## src/ebs_defines.svh

```systemverilog
// Constants for the external brake sequencer: map, codes, reset values, timing
`ifndef EBS_DEFINES_SVH
`define EBS_DEFINES_SVH

// Clock and timer tick
`define EBS_CLK_HZ 10000000
`define EBS_TICK_MS 10
`define EBS_TICK_CYCLES (`EBS_CLK_HZ / 1000 * `EBS_TICK_MS)
`define EBS_DELAY_MAX_S 5
`define EBS_DELAY_MAX_TICKS (`EBS_DELAY_MAX_S * 1000 / `EBS_TICK_MS)

// Frequency in 0.1 Hz units, current in 0.1 % of rated current
`define EBS_FREQ_MAX_HZ 400
`define EBS_FREQ_MAX (`EBS_FREQ_MAX_HZ * 10)
`define EBS_CUR_RATED 1000
`define EBS_CUR_MAX_X 2
`define EBS_CUR_MAX (`EBS_CUR_MAX_X * `EBS_CUR_RATED)

// Register byte offsets; the two select banks by address bits 7:5
`define EBS_REG_CTRL 8'h00
`define EBS_REG_REL_DLY 8'h04
`define EBS_REG_ACC_DLY 8'h08
`define EBS_REG_STP_DLY 8'h0C
`define EBS_REG_CNF_DLY 8'h10
`define EBS_REG_BRAKE_FREQ 8'h14
`define EBS_REG_BRAKE_CUR 8'h18
`define EBS_REG_STATUS 8'h1C
`define EBS_REG_INPUTS 8'h20
`define EBS_REG_IN_SEL 3'h2
`define EBS_REG_OUT_SEL 3'h3

// Control fields
`define EBS_CTRL_EN_BIT 0
`define EBS_CTRL_CLR_BIT 1

// Function and fault codes
`define EBS_FN_CONFIRM 8'h2C
`define EBS_FN_RELEASE 8'h13
`define EBS_FN_FAULT 8'h14
`define EBS_CODE_ENGAGE_FAIL 8'h24
`define EBS_CODE_RELEASE_FAIL 8'h20

// Reset values
`define EBS_RST_DLY 9'h000
`define EBS_RST_FREQ 16'h0000
`define EBS_RST_CUR 16'h03E8
`define EBS_RST_SEL 8'h00

`endif

```

## src/ebs_pkg.sv

```systemverilog
// Types for the external brake sequencer
`default_nettype none
package ebs_pkg;

  // Sequencer states, one-hot
  typedef enum logic [10:0] {
    S_IDLE  = 11'h001,
    S_RAMP  = 11'h002,
    S_RELW  = 11'h004,
    S_CONF  = 11'h008,
    S_PREAC = 11'h010,
    S_RUN   = 11'h020,
    S_SRAMP = 11'h040,
    S_SCONF = 11'h080,
    S_SPRE  = 11'h100,
    S_SZERO = 11'h200,
    S_FAULT = 11'h400
  } ebs_fsm_t;

  // Whole state of the sequencer
  typedef struct packed {
    ebs_fsm_t fsm;
    logic [16:0] pre;
    logic [8:0] ticks;
    logic [7:0] s1;
    logic [7:0] s2;
    logic [7:0] s3;
    logic [7:0] din;
    logic en;
    logic [8:0] rel_dly;
    logic [8:0] acc_dly;
    logic [8:0] stp_dly;
    logic [8:0] cnf_dly;
    logic [15:0] brake_freq;
    logic [15:0] brake_cur;
    logic [7:0][7:0] in_sel;
    logic [4:0][7:0] out_sel;
    logic rel;
    logic flt;
    logic [7:0] code;
    logic [4:0] dout;
    logic [15:0] tgt;
    logic ovr;
    logic aw_got;
    logic w_got;
    logic [7:0] awaddr;
    logic [31:0] wdata;
    logic [3:0] wstrb;
    logic bvalid;
    logic [1:0] bresp;
    logic rvalid;
    logic [31:0] rdata;
    logic [1:0] rresp;
  } ebs_state_t;

endpackage
`default_nettype wire

```

## src/ebs_sequencer.sv

```systemverilog
// External brake sequencer with AXI4-Lite register access
//
// Summary of operation
// - On stop, ramp down to brake frequency first
// - At brake frequency, drop release output
// - Then time confirmation, holding brake frequency
// - Confirmation still high at expiry: engage fault
// - Confirmation drop starts pre-stop wait
// - Pre-stop wait over: ramp output to zero
// - Start: release delay after brake frequency reached
// - Start: pre-acceleration delay after confirmation
// - Brake frequency settable 0 to 400 Hz
// - Release only at or above minimum current, 0-2x rated
// - Confirmation mapped to input 1-8, code 44
// - Release mapped to output 11-15, code 19
// - Fault mapped to output 11-15, code 20
// - Fault does not stop the motor
// - Current reached at delay end: release brake
// - Current not reached: raise fault instead
// - After release, wait for confirmation
// - No confirmation in time: release fault
`timescale 1ns/10ps
`default_nettype none
`include "ebs_defines.svh"

module ebs_sequencer #(
  parameter int unsigned TICK_CYCLES = `EBS_TICK_CYCLES
) (
  input wire logic CLK, // System clock, 10 MHz
  input wire logic SYS_RST, // Synchronous reset, high
  input wire logic RUN_REQ, // Run command, low means stop
  input wire logic [15:0] OUT_FREQ, // Output frequency, 0.1 Hz
  input wire logic [15:0] MOTOR_CUR, // Motor current, 0.1 % rated
  input wire logic [7:0] DIN, // Digital input pins 1 to 8
  output logic [4:0] DOUT, // Digital outputs 11 to 15
  output logic RELEASE_BRAKE_OUT, // Release brake state
  output logic BRAKE_FAULT_OUT, // Brake fault state
  output logic [7:0] FAULT_CODE, // Last fault code
  output logic FREQ_OVERRIDE, // Ramp follows FREQ_TARGET
  output logic [15:0] FREQ_TARGET, // Override target, 0.1 Hz
  input wire logic [7:0] S_AXI_AWADDR, // Write address
  input wire logic S_AXI_AWVALID, // Write address valid
  output logic S_AXI_AWREADY, // Write address ready
  input wire logic [31:0] S_AXI_WDATA, // Write data
  input wire logic [3:0] S_AXI_WSTRB, // Write byte strobes
  input wire logic S_AXI_WVALID, // Write data valid
  output logic S_AXI_WREADY, // Write data ready
  output logic [1:0] S_AXI_BRESP, // Write response
  output logic S_AXI_BVALID, // Write response valid
  input wire logic S_AXI_BREADY, // Write response ready
  input wire logic [7:0] S_AXI_ARADDR, // Read address
  input wire logic S_AXI_ARVALID, // Read address valid
  output logic S_AXI_ARREADY, // Read address ready
  output logic [31:0] S_AXI_RDATA, // Read data
  output logic [1:0] S_AXI_RRESP, // Read response
  output logic S_AXI_RVALID, // Read data valid
  input wire logic S_AXI_RREADY // Read data ready
);

  ////////////////////////////////////////////////////////////////////////
  // Constants and parameter check

  localparam logic [16:0] TICK_LAST = 17'(TICK_CYCLES - 1); // Prescaler end
  localparam logic [8:0] DLY_MAX = 9'(`EBS_DELAY_MAX_TICKS); // 5 s
  localparam logic [15:0] FREQ_MAX = 16'(`EBS_FREQ_MAX); // 400 Hz
  localparam logic [15:0] CUR_MAX = 16'(`EBS_CUR_MAX); // 2x rated

  // Prescaler is 17 bits wide
  if (TICK_CYCLES < 2 || TICK_CYCLES > 131072) begin : g_chk
    $error("TICK_CYCLES out of range");
  end

  ////////////////////////////////////////////////////////////////////////
  // State and derived terms

  ebs_pkg::ebs_state_t state_reg; // All registered state
  ebs_pkg::ebs_state_t state_next; // Its next value
  logic tick; // 10 ms tick
  logic confirm; // Brake confirmation after mapping
  logic exp_rel; // Release delay over
  logic exp_acc; // Pre-acceleration delay over
  logic exp_stp; // Pre-stop delay over
  logic exp_cnf; // Confirmation time over
  logic cur_ok; // Current at or above threshold

  // Fixed 10 ms tick from the system clock
  assign tick = (state_reg.pre == TICK_LAST);
  assign exp_rel = (state_reg.ticks >= state_reg.rel_dly);
  assign exp_acc = (state_reg.ticks >= state_reg.acc_dly);
  assign exp_stp = (state_reg.ticks >= state_reg.stp_dly);
  assign exp_cnf = (state_reg.ticks >= state_reg.cnf_dly);
  assign cur_ok = (MOTOR_CUR >= state_reg.brake_cur);

  // Any input selected with the confirmation code feeds the sequence
  always_comb begin
    confirm = 1'b0;
    for (int i = 0; i < 8; i++) begin
      if (state_reg.in_sel[i] == `EBS_FN_CONFIRM) begin
        confirm = confirm | state_reg.din[i];
      end
    end
  end

  // Byte lane merge for register writes
  function automatic logic [31:0] merge(input logic [31:0] old_v,
                                        input logic [31:0] new_v,
                                        input logic [3:0] strb);
    logic [31:0] res;
    res = old_v;
    for (int b = 0; b < 4; b++) begin
      if (strb[b]) begin
        res[b*8 +: 8] = new_v[b*8 +: 8];
      end
    end
    return res;
  endfunction

  // Clamp a delay to 5 s
  function automatic logic [8:0] clamp_dly(input logic [31:0] v);
    return (v > 32'(DLY_MAX)) ? DLY_MAX : v[8:0];
  endfunction

  ////////////////////////////////////////////////////////////////////////
  // Next state

  always_comb begin
    logic [31:0] wv; // Merged write value
    logic [7:0] wa; // Write address
    logic [7:0] ra; // Read address
    wv = 32'h0000_0000;
    wa = state_reg.awaddr;
    ra = S_AXI_ARADDR;
    state_next = state_reg;

    // Input pins through three flops, change taken when last two agree
    state_next.s1 = DIN;
    state_next.s2 = state_reg.s1;
    state_next.s3 = state_reg.s2;
    state_next.din = (~(state_reg.s2 ^ state_reg.s3) & state_reg.s2)
                   | ((state_reg.s2 ^ state_reg.s3) & state_reg.din);

    // Prescaler and tick counter, counter saturates
    state_next.pre = tick ? 17'h00000 : 17'(state_reg.pre + 17'h00001);
    if (tick && state_reg.ticks != 9'h1FF) begin
      state_next.ticks = 9'(state_reg.ticks + 9'h001);
    end

    // Write channel: address and data taken in either order
    if (S_AXI_AWVALID && S_AXI_AWREADY) begin
      state_next.aw_got = 1'b1;
      state_next.awaddr = S_AXI_AWADDR;
      wa = S_AXI_AWADDR;
    end
    if (S_AXI_WVALID && S_AXI_WREADY) begin
      state_next.w_got = 1'b1;
      state_next.wdata = S_AXI_WDATA;
      state_next.wstrb = S_AXI_WSTRB;
    end
    if (S_AXI_BVALID && S_AXI_BREADY) begin
      state_next.bvalid = 1'b0;
    end

    // Perform the write once both halves are held
    if (state_reg.aw_got && state_reg.w_got && !state_reg.bvalid) begin
      state_next.aw_got = 1'b0;
      state_next.w_got = 1'b0;
      state_next.bvalid = 1'b1;
      state_next.bresp = 2'h0;
      wv = merge(32'h0000_0000, state_reg.wdata, state_reg.wstrb);
      unique case (wa)
        `EBS_REG_CTRL: begin
          if (state_reg.wstrb[0]) begin
            state_next.en = wv[`EBS_CTRL_EN_BIT];
            // Software clear; a fault raised below still wins
            if (wv[`EBS_CTRL_CLR_BIT]) begin
              state_next.flt = 1'b0;
              state_next.code = 8'h00;
            end
          end
        end
        `EBS_REG_REL_DLY: state_next.rel_dly = clamp_dly(
          merge(32'(state_reg.rel_dly), state_reg.wdata, state_reg.wstrb));
        `EBS_REG_ACC_DLY: state_next.acc_dly = clamp_dly(
          merge(32'(state_reg.acc_dly), state_reg.wdata, state_reg.wstrb));
        `EBS_REG_STP_DLY: state_next.stp_dly = clamp_dly(
          merge(32'(state_reg.stp_dly), state_reg.wdata, state_reg.wstrb));
        `EBS_REG_CNF_DLY: state_next.cnf_dly = clamp_dly(
          merge(32'(state_reg.cnf_dly), state_reg.wdata, state_reg.wstrb));
        `EBS_REG_BRAKE_FREQ: begin
          wv = merge(32'(state_reg.brake_freq), state_reg.wdata,
                     state_reg.wstrb);
          state_next.brake_freq = (wv > 32'(FREQ_MAX)) ? FREQ_MAX
                                                     : wv[15:0];
        end
        `EBS_REG_BRAKE_CUR: begin
          wv = merge(32'(state_reg.brake_cur), state_reg.wdata,
                     state_reg.wstrb);
          state_next.brake_cur = (wv > 32'(CUR_MAX)) ? CUR_MAX
                                                   : wv[15:0];
        end
        `EBS_REG_STATUS, `EBS_REG_INPUTS: begin
          // Read-only, write ignored
        end
        default: begin
          if (wa[7:5] == `EBS_REG_IN_SEL && state_reg.wstrb[0]) begin
            state_next.in_sel[wa[4:2]] = state_reg.wdata[7:0];
          end else if (wa[7:5] == `EBS_REG_OUT_SEL && wa[4:2] < 3'h5) begin
            if (state_reg.wstrb[0]) begin
              state_next.out_sel[wa[4:2]] = state_reg.wdata[7:0];
            end
          end else begin
            state_next.bresp = 2'h2;
          end
        end
      endcase
    end

    // Read channel: answer one cycle after the address is taken
    if (S_AXI_RVALID && S_AXI_RREADY) begin
      state_next.rvalid = 1'b0;
    end
    if (S_AXI_ARVALID && S_AXI_ARREADY) begin
      state_next.rvalid = 1'b1;
      state_next.rresp = 2'h0;
      state_next.rdata = 32'h0000_0000;
      unique case (ra)
        `EBS_REG_CTRL: state_next.rdata[0] = state_reg.en;
        `EBS_REG_REL_DLY: state_next.rdata[8:0] = state_reg.rel_dly;
        `EBS_REG_ACC_DLY: state_next.rdata[8:0] = state_reg.acc_dly;
        `EBS_REG_STP_DLY: state_next.rdata[8:0] = state_reg.stp_dly;
        `EBS_REG_CNF_DLY: state_next.rdata[8:0] = state_reg.cnf_dly;
        `EBS_REG_BRAKE_FREQ: state_next.rdata[15:0] = state_reg.brake_freq;
        `EBS_REG_BRAKE_CUR: state_next.rdata[15:0] = state_reg.brake_cur;
        `EBS_REG_STATUS: state_next.rdata = {state_reg.code, 6'h00,
          state_reg.flt, state_reg.rel, 5'h00, state_reg.fsm};
        `EBS_REG_INPUTS: state_next.rdata = {23'h000000, confirm,
                                             state_reg.din};
        default: begin
          if (ra[7:5] == `EBS_REG_IN_SEL) begin
            state_next.rdata[7:0] = state_reg.in_sel[ra[4:2]];
          end else if (ra[7:5] == `EBS_REG_OUT_SEL && ra[4:2] < 3'h5) begin
            state_next.rdata[7:0] = state_reg.out_sel[ra[4:2]];
          end else begin
            state_next.rresp = 2'h2;
          end
        end
      endcase
    end

    // Brake sequence
    unique case (state_reg.fsm)
      ebs_pkg::S_IDLE: begin
        if (state_reg.en && RUN_REQ) begin
          state_next.fsm = ebs_pkg::S_RAMP;
        end
      end
      ebs_pkg::S_RAMP: begin
        // Accelerate to brake frequency, brake still closed
        if (!RUN_REQ) begin
          state_next.fsm = ebs_pkg::S_SZERO;
        end else if (OUT_FREQ >= state_reg.brake_freq) begin
          state_next.fsm = ebs_pkg::S_RELW;
        end
      end
      ebs_pkg::S_RELW: begin
        if (!RUN_REQ) begin
          state_next.fsm = ebs_pkg::S_SZERO;
        end else if (exp_rel && cur_ok) begin
          state_next.rel = 1'b1;
          state_next.fsm = ebs_pkg::S_CONF;
        end else if (exp_rel) begin
          state_next.flt = 1'b1;
          state_next.fsm = ebs_pkg::S_FAULT;
        end
      end
      ebs_pkg::S_CONF: begin
        if (confirm) begin
          state_next.fsm = ebs_pkg::S_PREAC;
        end else if (exp_cnf) begin
          state_next.rel = 1'b0;
          state_next.flt = 1'b1;
          state_next.code = `EBS_CODE_RELEASE_FAIL;
          state_next.fsm = ebs_pkg::S_FAULT;
        end else if (!RUN_REQ) begin
          state_next.fsm = ebs_pkg::S_SRAMP;
        end
      end
      ebs_pkg::S_PREAC: begin
        if (!RUN_REQ) begin
          state_next.fsm = ebs_pkg::S_SRAMP;
        end else if (exp_acc) begin
          state_next.fsm = ebs_pkg::S_RUN;
        end
      end
      ebs_pkg::S_RUN: begin
        if (!RUN_REQ) begin
          state_next.fsm = ebs_pkg::S_SRAMP;
        end
      end
      ebs_pkg::S_SRAMP: begin
        // Brake outputs untouched until brake frequency reached
        if (OUT_FREQ <= state_reg.brake_freq) begin
          state_next.rel = 1'b0;
          state_next.fsm = ebs_pkg::S_SCONF;
        end
      end
      ebs_pkg::S_SCONF: begin
        // Brake is expected to drop confirmation in this window
        if (!confirm) begin
          state_next.fsm = ebs_pkg::S_SPRE;
        end else if (exp_cnf) begin
          state_next.flt = 1'b1;
          state_next.code = `EBS_CODE_ENGAGE_FAIL;
          state_next.fsm = ebs_pkg::S_FAULT;
        end
      end
      ebs_pkg::S_SPRE: begin
        if (exp_stp) begin
          state_next.fsm = ebs_pkg::S_SZERO;
        end
      end
      ebs_pkg::S_SZERO: begin
        if (OUT_FREQ == 16'h0000) begin
          state_next.fsm = ebs_pkg::S_IDLE;
        end
      end
      ebs_pkg::S_FAULT: begin
        // Leave after software clear and with the run command off, or when disabled
        if (!state_next.flt && !RUN_REQ) begin
          state_next.fsm = ebs_pkg::S_IDLE;
        end
      end
      default: begin
        state_next.fsm = ebs_pkg::S_IDLE;
      end
    endcase

    // Disabled: sequence parked, both outputs low
    if (!state_reg.en) begin
      state_next.fsm = ebs_pkg::S_IDLE;
      state_next.rel = 1'b0;
      state_next.flt = 1'b0;
    end

    // Every state entry restarts the timer
    if (state_next.fsm != state_reg.fsm) begin
      state_next.pre = 17'h00000;
      state_next.ticks = 9'h000;
    end

    // Ramp override: none when idle, running or faulted
    state_next.ovr = !(state_next.fsm inside {ebs_pkg::S_IDLE,
      ebs_pkg::S_RUN, ebs_pkg::S_FAULT});
    state_next.tgt = (state_next.fsm == ebs_pkg::S_SZERO) ? 16'h0000
                     : state_next.brake_freq;

    // Output terminal mapping
    for (int k = 0; k < 5; k++) begin
      state_next.dout[k] =
        (state_reg.out_sel[k] == `EBS_FN_RELEASE && state_next.rel) ||
        (state_reg.out_sel[k] == `EBS_FN_FAULT && state_next.flt);
    end
  end

  ////////////////////////////////////////////////////////////////////////
  // State register

  always_ff @(posedge CLK) begin
    if (SYS_RST) begin
      state_reg <= '0;
      state_reg.fsm <= ebs_pkg::S_IDLE;
      state_reg.rel_dly <= `EBS_RST_DLY;
      state_reg.acc_dly <= `EBS_RST_DLY;
      state_reg.stp_dly <= `EBS_RST_DLY;
      state_reg.cnf_dly <= `EBS_RST_DLY;
      state_reg.brake_freq <= `EBS_RST_FREQ;
      state_reg.brake_cur <= `EBS_RST_CUR;
      state_reg.in_sel <= {8{`EBS_RST_SEL}};
      state_reg.out_sel <= {5{`EBS_RST_SEL}};
    end else begin
      state_reg <= state_next;
    end
  end

  ////////////////////////////////////////////////////////////////////////
  // Outputs

  assign DOUT = state_reg.dout;
  assign RELEASE_BRAKE_OUT = state_reg.rel;
  assign BRAKE_FAULT_OUT = state_reg.flt;
  assign FAULT_CODE = state_reg.code;
  assign FREQ_OVERRIDE = state_reg.ovr;
  assign FREQ_TARGET = state_reg.tgt;
  assign S_AXI_AWREADY = !state_reg.aw_got && !state_reg.bvalid;
  assign S_AXI_WREADY = !state_reg.w_got && !state_reg.bvalid;
  assign S_AXI_BVALID = state_reg.bvalid;
  assign S_AXI_BRESP = state_reg.bresp;
  assign S_AXI_ARREADY = !state_reg.rvalid;
  assign S_AXI_RVALID = state_reg.rvalid;
  assign S_AXI_RDATA = state_reg.rdata;
  assign S_AXI_RRESP = state_reg.rresp;

  ////////////////////////////////////////////////////////////////////////
  // Assertions

  a_release_needs_current: assert property (@(posedge CLK)
    disable iff (SYS_RST) $rose(state_reg.rel) |->
      $past(cur_ok) && $past(state_reg.fsm) == ebs_pkg::S_RELW)
    else $error("Brake released without current");
  a_low_current_fault: assert property (@(posedge CLK)
    disable iff (SYS_RST) state_reg.en && state_reg.fsm == ebs_pkg::S_RELW
      && RUN_REQ && exp_rel && !cur_ok |=> state_reg.flt && !state_reg.rel)
    else $error("Low current did not raise fault");
  a_stop_release_drop: assert property (@(posedge CLK)
    disable iff (SYS_RST) state_reg.en && state_reg.fsm == ebs_pkg::S_SRAMP
      && OUT_FREQ <= state_reg.brake_freq |=> !state_reg.rel
      && state_reg.fsm == ebs_pkg::S_SCONF && state_reg.ticks == 9'h000)
    else $error("Release not dropped at brake frequency");
  a_confirm_hold_freq: assert property (@(posedge CLK)
    disable iff (SYS_RST) state_reg.fsm == ebs_pkg::S_SCONF |->
      state_reg.ovr && state_reg.tgt == state_reg.brake_freq)
    else $error("Brake frequency not held");
  a_engage_fail_code: assert property (@(posedge CLK)
    disable iff (SYS_RST) state_reg.en && state_reg.fsm == ebs_pkg::S_SCONF
      && confirm && exp_cnf |=> state_reg.flt
      && state_reg.code == `EBS_CODE_ENGAGE_FAIL)
    else $error("Engage failure not reported");
  a_prestop_start: assert property (@(posedge CLK)
    disable iff (SYS_RST) state_reg.en && state_reg.fsm == ebs_pkg::S_SCONF
      && !confirm |=> state_reg.fsm == ebs_pkg::S_SPRE ##1
      state_reg.ticks == 9'h000 || state_reg.fsm != ebs_pkg::S_SPRE)
    else $error("Pre-stop wait not started");
  a_zero_target: assert property (@(posedge CLK)
    disable iff (SYS_RST) state_reg.fsm == ebs_pkg::S_SZERO |->
      state_reg.ovr && state_reg.tgt == 16'h0000)
    else $error("Zero ramp target missing");
  a_release_fail: assert property (@(posedge CLK)
    disable iff (SYS_RST) state_reg.en && state_reg.fsm == ebs_pkg::S_CONF
      && !confirm && exp_cnf |=> !state_reg.rel && state_reg.flt
      && state_reg.code == `EBS_CODE_RELEASE_FAIL)
    else $error("Release failure not reported");
  a_disabled_quiet: assert property (@(posedge CLK)
    disable iff (SYS_RST) !state_reg.en |=> !state_reg.rel
      && !state_reg.flt ##1 !state_reg.ovr || state_reg.en)
    else $error("Outputs active while disabled");
  a_fault_no_stop: assert property (@(posedge CLK)
    disable iff (SYS_RST) state_reg.fsm == ebs_pkg::S_FAULT |-> !state_reg.ovr)
    else $error("Fault state overrides ramp");

endmodule
`default_nettype wire

```

## config.mk

```make
export PLATFORM = sky130hd
export DESIGN_NAME = ebs_sequencer
export DESIGN_NICKNAME = d
export VERILOG_FILES = /design/src/ebs_pkg.sv /design/src/ebs_sequencer.sv
export VERILOG_INCLUDE_DIRS = /design/src
export SDC_FILE = /design/constraint.sdc
export NUM_CORES = 1
export LEC_CHECK = 0
export BUFFER_PORTS_ARGS = -buffer_cell sky130_fd_sc_hd__clkbuf_2
export CAP_MARGIN = 20
export CORE_UTILIZATION = 30
export DETAILED_ROUTE_END_ITERATION = 10
export SYNTH_ARGS = -nofsm -noshare
export SYNTH_HDL_FRONTEND = slang
export SYNTH_SLANG_ARGS = --single-unit
export TNS_END_PERCENT = 20
```

## constraint.sdc

```tcl
create_clock -name CLK -period 5.5 [get_ports CLK]
set_input_delay 0.825 -clock CLK [delete_from_list [all_inputs] [get_ports CLK]]
set_output_delay 0.825 -clock CLK [all_outputs]
set_load 0.05 [all_outputs]
```

# Word level (Yosys, flattened, before mapping)

Index checks and enable logic that the tools add are counted.

Register bits: 358
Input bits: 100
Output and inout bits: 73
Logic and storage cells: 340

$add $sub $neg: 2
Magnitude comparators: 18
Equal/unequal tests: 56
Mux-type cells: 148
Bitwise logic cells: 14
Reductions and logical operators: 59

Operator list:

| kind                 | number |
|---|---|
| $mux 8               | 68 |
| $mux 11              | 18 |
| $eq 8x5->1 const B   | 18 |
| $mux 136             | 1 |
| $gt 32x9->1 const B  | 4 |
| $pmux 11 s11         | 1 |
| $mux 40              | 3 |
| $mux 104             | 1 |
| $mux 9               | 10 |
| $eq 8x6->1 const B   | 10 |
| $mux 16              | 5 |
| $bwmux 64            | 1 |
| $mux 64              | 1 |
| $pmux 7 s9           | 1 |
| $bmux 8 s3           | 2 |
| $bwmux 40            | 1 |
| $ge 9x9->1           | 4 |
| $mux 35              | 1 |
| $eq 8x4->1 const B   | 4 |
| $ge 16x16->1         | 2 |
| $gt 32x11->1 const B | 1 |
| $gt 32x12->1 const B | 1 |
| $logic_and 1x1->1    | 27 |
| $demux 8 s3          | 1 |
| other kinds (49)     | 111 |

# Longest topological paths before layout

Depth after elaboration: 22
Mapped depth: 13
Mapped depth without buffers: 11

# Least setup slack after synthesis

Ideal clock, no wire load.

Path type: input-to-reg
From: input OUT_FREQ[14]
To: register state_reg[345] (netlist name)
Data arrival time: 3.233 ns
Path slack: 2.176 ns
Stages on the path: 12
Path buffers: 2
Cell sequence: ha_1 > nand4_1 > or4_1 > a21o_1 > nand3_1 > nand2_1 > o311a_1 > and3_1 > o31a_1 > buf_6 > buf_8 > nor4_1

Cells in the longest elaborated chain, start to end: 7
Elaborated cells between the ends (all ways): 11
Those cells by class: order compare: 2; eq/ne: 1; mux: 6; reduce/logical: 2

RTL lines:

| what                        | line                 | text |
|---|---|---|
| start, declared             | ebs_sequencer.sv:32  | `input wire logic [15:0] OUT_FREQ,` |
| $ge 16x16->1                | ebs_sequencer.sv:261 | `end else if (OUT_FREQ >= state_reg.brake_freq) begin` |
| $mux 11                     | ebs_sequencer.sv:261 |  |
| $mux 11                     | ebs_sequencer.sv:259 | `if (!RUN_REQ) begin` |
| $pmux 11 s11 *              | ebs_sequencer.sv:251 | `unique case (state_reg.fsm)` |
| $mux 11 *                   | ebs_sequencer.sv:339 | `if (!state_reg.en) begin` |
| $ne 11x11->1 *              | ebs_sequencer.sv:346 | `if (state_next.fsm != state_reg.fsm) begin` |
| $reduce_or 3->1 (no line) * | -                    |  |
| end signal, assigned        | ebs_sequencer.sv:381 | `state_reg <= state_next;` |
| end, declared               | ebs_sequencer.sv:76  | `ebs_pkg::ebs_state_t state_reg;` |

Every way passes the cells marked *; elsewhere a longest branch is shown, timed or not.
A chain may end at the register's enable or synchronous reset.

# Worst setup path in the final report

From: register state_reg[354] (netlist name)
To: register state_reg[337] (netlist name)

Cells in the longest elaborated chain, start to end: 7
Elaborated cells between the ends (all ways): 32
Those cells by class: eq/ne: 12; mux: 19; reduce/logical: 1

RTL lines:

| what                              | line |
|---|---|
| $mux 11, on equally long branches | ebs_sequencer.sv:284, ebs_sequencer.sv:296, ebs_sequencer.sv:271 |
| $mux 11, on equally long branches | ebs_sequencer.sv:279, ebs_sequencer.sv:268 |
| $mux 11, on equally long branches | ebs_sequencer.sv:277, ebs_sequencer.sv:266 |
| $pmux 11 s11                      | ebs_sequencer.sv:251 |
| $mux 11                           | ebs_sequencer.sv:339 |
| $ne 11x11->1 *                    | ebs_sequencer.sv:346 |
| $reduce_or 3->1 (no line) *       | - |

Marked as above.

==> results.py <==
metrics = {
    "die": {
        "ios": 173,
        "coreArea_sq_um": 57800,
        "die_height_um": 244,
        "die_x_um": 244,
        "dieArea_sq_um": 59600,
        "row_count": 88,
        "start_util_pct": 30.4,
    },
    "timing": {
        "maxSlewHeadroom_pct": 19.8,
        "finClkSkew_ps": 20.5,
        "final-hold-violation-count": 0,
        "setup_viol_count_final": 0,
        "rsz0062_at_grt": "no",
        "final.min_clock_period_ps": 3890,
        "worstMarginPinSlew_ps": 1200,
        "final-max-slew-violation-count": 0,
        "fmax_mhz": 257,
        "period_share_pct": 70.8,
        "finalWorstSetupSlack_ps": 1610,
        "tns_ps": 0,
    },
    "hold_path": {
        "holdPathStages": 1,
        "hold_class": "flop to flop",
    },
    "worst_setup_path": {
        "arrival_ps": 4360,
        "path_class": "flop to flop",
        "worstSetupEndpointType": "flop",
        "worst-r2r-cell-count": 8,
        "crit_fanout": 26,
        "critPathRequiredTime_ps": 5960,
        "cp-start-kind": "flop",
    },
    "routing": {
        "firstDrtPassIters": 7,
        "via_per_inst": 5.41,
        "drc": 0,
        "drtAntennaViolNets": 0,
        "drt_iter0_drc": 1472,
        "num_vias": 15900,
        "wl_per_cell_um": 20.0,
        "wirelength_um": 58900,
    },
    "global_route": {
        "grt_max_degree": 104,
        "grt_overflow": 0,
        "grt_pass1_wl_um": 90200,
        "grt_pass1_vias": 15300,
        "track_usage_pct": 19.3,
        "antenna_found_initial": 1,
    },
    "layout": {
        "n_antenna_cell": 0,
        "final_util_pct": 34.7,
        "finalNetCount": 2327,
        "syn_to_final_growth_pct": 14.0,
        "finalNonFillerCells": 2949,
        "drive_gt1_share_pct": 14.2,
    },
    "power_and_ir_drop": {
        "p_leak_nw": 7.69,
        "pwr-share-comb_pct": 7.6,
        "vdd.ir_drop.worst_mv": 0.199,
        "switchingPower_w": 0.00148,
        "p_seq_share_pct": 44.9,
        "p_clk_share_pct": 47.5,
        "p_int_w": 0.00435,
        "swShare_pct": 25.4,
        "p_per_area_nw_per_um2": 291,
    },
    "logic_synthesis": {
        "syn_area_sq_um": 17600,
        "synth_top_cell_by_area": "dfxtp_1",
        "ys_top_cells_by_area": "dfxtp_1 40%, nor2_1 5.9%, ha_1 5.1%, a21oi_1 4.8%, mux2i_1 4.7%",
        "synth_cell_types": 74,
        "syn-mean-instance-area_sq_um": 8.37,
        "synth_warnings": 0,
        "ys_seq_elements": 350,
        "synth-edff-count": 0,
        "synthArstFlopShare_pct": 0,
        "ys_seq_area_share_pct": 39.8,
        "syn_inst": 2100,
        "synth_top_area_share_pct": 39.8,
        "ys.flop_type": "dfxtp_1",
    },
    "clock_network": {
        "cts_tree": "yes",
        "cts_buffers": 41,
        "clock-root-buffer": "clkbuf_16",
        "clkTransAtPathRegs_ps": 60,
        "cts_resized": 0,
        "post_cts_buffers": 0,
        "clock-sinks": 350,
        "clock_path_buffers": 3,
        "clkLatencyLatePin_ps": 580,
        "cts.htree.levels": 2,
        "cts-hold-fix-buffers": 0,
    },
    "placement": {
        "post-place-cells": 2876,
        "hpwl_um": 43500,
        "port_buffers": 164,
        "gp_congestion": 0.944,
        "pre_cts_slack_ps": 1260,
    },
    "flow_run": {
        "max_cap_violations": 0,
    },
    "run_status": {
        "status": "finished clean",
    },
}
[cell usage after synthesis, drive strengths merged (5+ instances only)]
library cell and instances:
and3 11, nand2b 14, a211oi 19, nor2b 47, a21o 8, inv 92
xnor2 14, nand2 198, nand3 50, o21bai 5, xor2 12, a22oi 53
o31ai 11, a31oi 12, buf 84, nor3b 12, o211ai 5, or3 8
mux2i 83, o21a 7, a21oi 170, nand4b 6, a311oi 5, nor4 35
or4 8, dfxtp 350, mux4 25, nor4bb 8, nor2 280, or2 9
ha 71, clkbuf 102, a221oi 24, and2 18, o31a 5, nand4 29
o22ai 18, o21ai 68, nor3 76
[cell usage in the layout (no fill, tap or decap), drive strengths merged, types with 9 or more instances in the layout]
cell type and n:
a211oi 19, a21oi 170, a221oi 24, a22oi 53, a31oi 12, and2 18, and3 11, buf 28
clkbuf 216, clkinv 14, dfxtp 350, ha 71, inv 95, mux2i 83, mux4 25, nand2 198
nand2b 14, nand3 50, nand4 29, nor2 280, nor2b 47, nor3 76, nor3b 12, nor4 35
o21ai 68, o22ai 18, o31ai 11, or2 9, xnor2 14, xor2 12
[critical path, cell delays in order, from the launching register on]
cell      delay (ps)
dfxtp_1          500
nor4_1           660
a21oi_1          150
a221o_1          390
o311ai_2         140
nand2_1          360
o32ai_1          460
nand4b_2         650
nor4_1           470
[power by group through the flow]
stage                     Sequential, W  Clock [W]  Combinational, W
after floorplan                 0.00265          0          0.000290
after CTS                       0.00262    0.00283          0.000431
after global routing            0.00262    0.00294          0.000478
final                           0.00262    0.00277          0.000445
after detailed placement        0.00267          0          0.000430
after global placement          0.00267          0          0.000426
[layer usage]
metal | GRT usage [%] | wire length, um | vias up
met5 | 0 | 0 | -
met4 | 6.10 | 1450 | 0
met3 | 4.15 | 4960 | 109
met2 | 31.3 | 26900 | 637
met1 | 25.5 | 25600 | 7723
li1 | - | - | 7471
[metrics by stage]
step | hold slack (ps) | power [W] | area (sq um)
detailed placement | 420 | 0.00310 | 18600
CTS | 417 | 0.00588 | 20000
finish | 436 | 0.00584 | 20000
floorplan | 414 | 0.00294 | 17600
global placement | 421 | 0.00310 | 18600
global route | 441 | 0.00604 | 20000
[worst paths after layout]
| path | slack (ps) | endpoint | startpoint |
|---|---|---|---|
| worst max-delay path | 1610 | state_reg[337] | state_reg[354] |
| worst min-delay path | 440 | state_next[299] | state_next[307] |
| worst max register to register | 1610 | state_reg[337] | state_reg[354] |
| worst min register to register | 440 | state_next[299] | state_next[307] |
[kinds of logic after synthesis]
| group | Yosys count | share of synthesized area (%) |
|---|---|---|
| compound gates | 436 | 15.6 |
| xor+xnor | 26 | 1.29 |
| fa+ha+maj | 71 | 5.05 |
| buf+inv | 281 | 7.58 |
| flops | 350 | 39.8 |
| mux | 111 | 8.12 |
| other cells | 1 | 0.0213 |
| simple gates | 824 | 22.5 |
[final cells by class]
| type | instances | area [sq um] |
|---|---|---|
| Fill cell | 5960 | 37800 |
| Tap cell | 765 | 957 |
| Inverter | 95 | 357 |
| Clock buffer | 52 | 1130 |
| Timing Repair Buffer | 192 | 1090 |
| Clock inverter | 19 | 228 |
| Multi-Input combinational cell | 1476 | 9280 |
| Sequential cell | 350 | 7010 |
No activity file was read; power rests on OpenSTA's default activity.
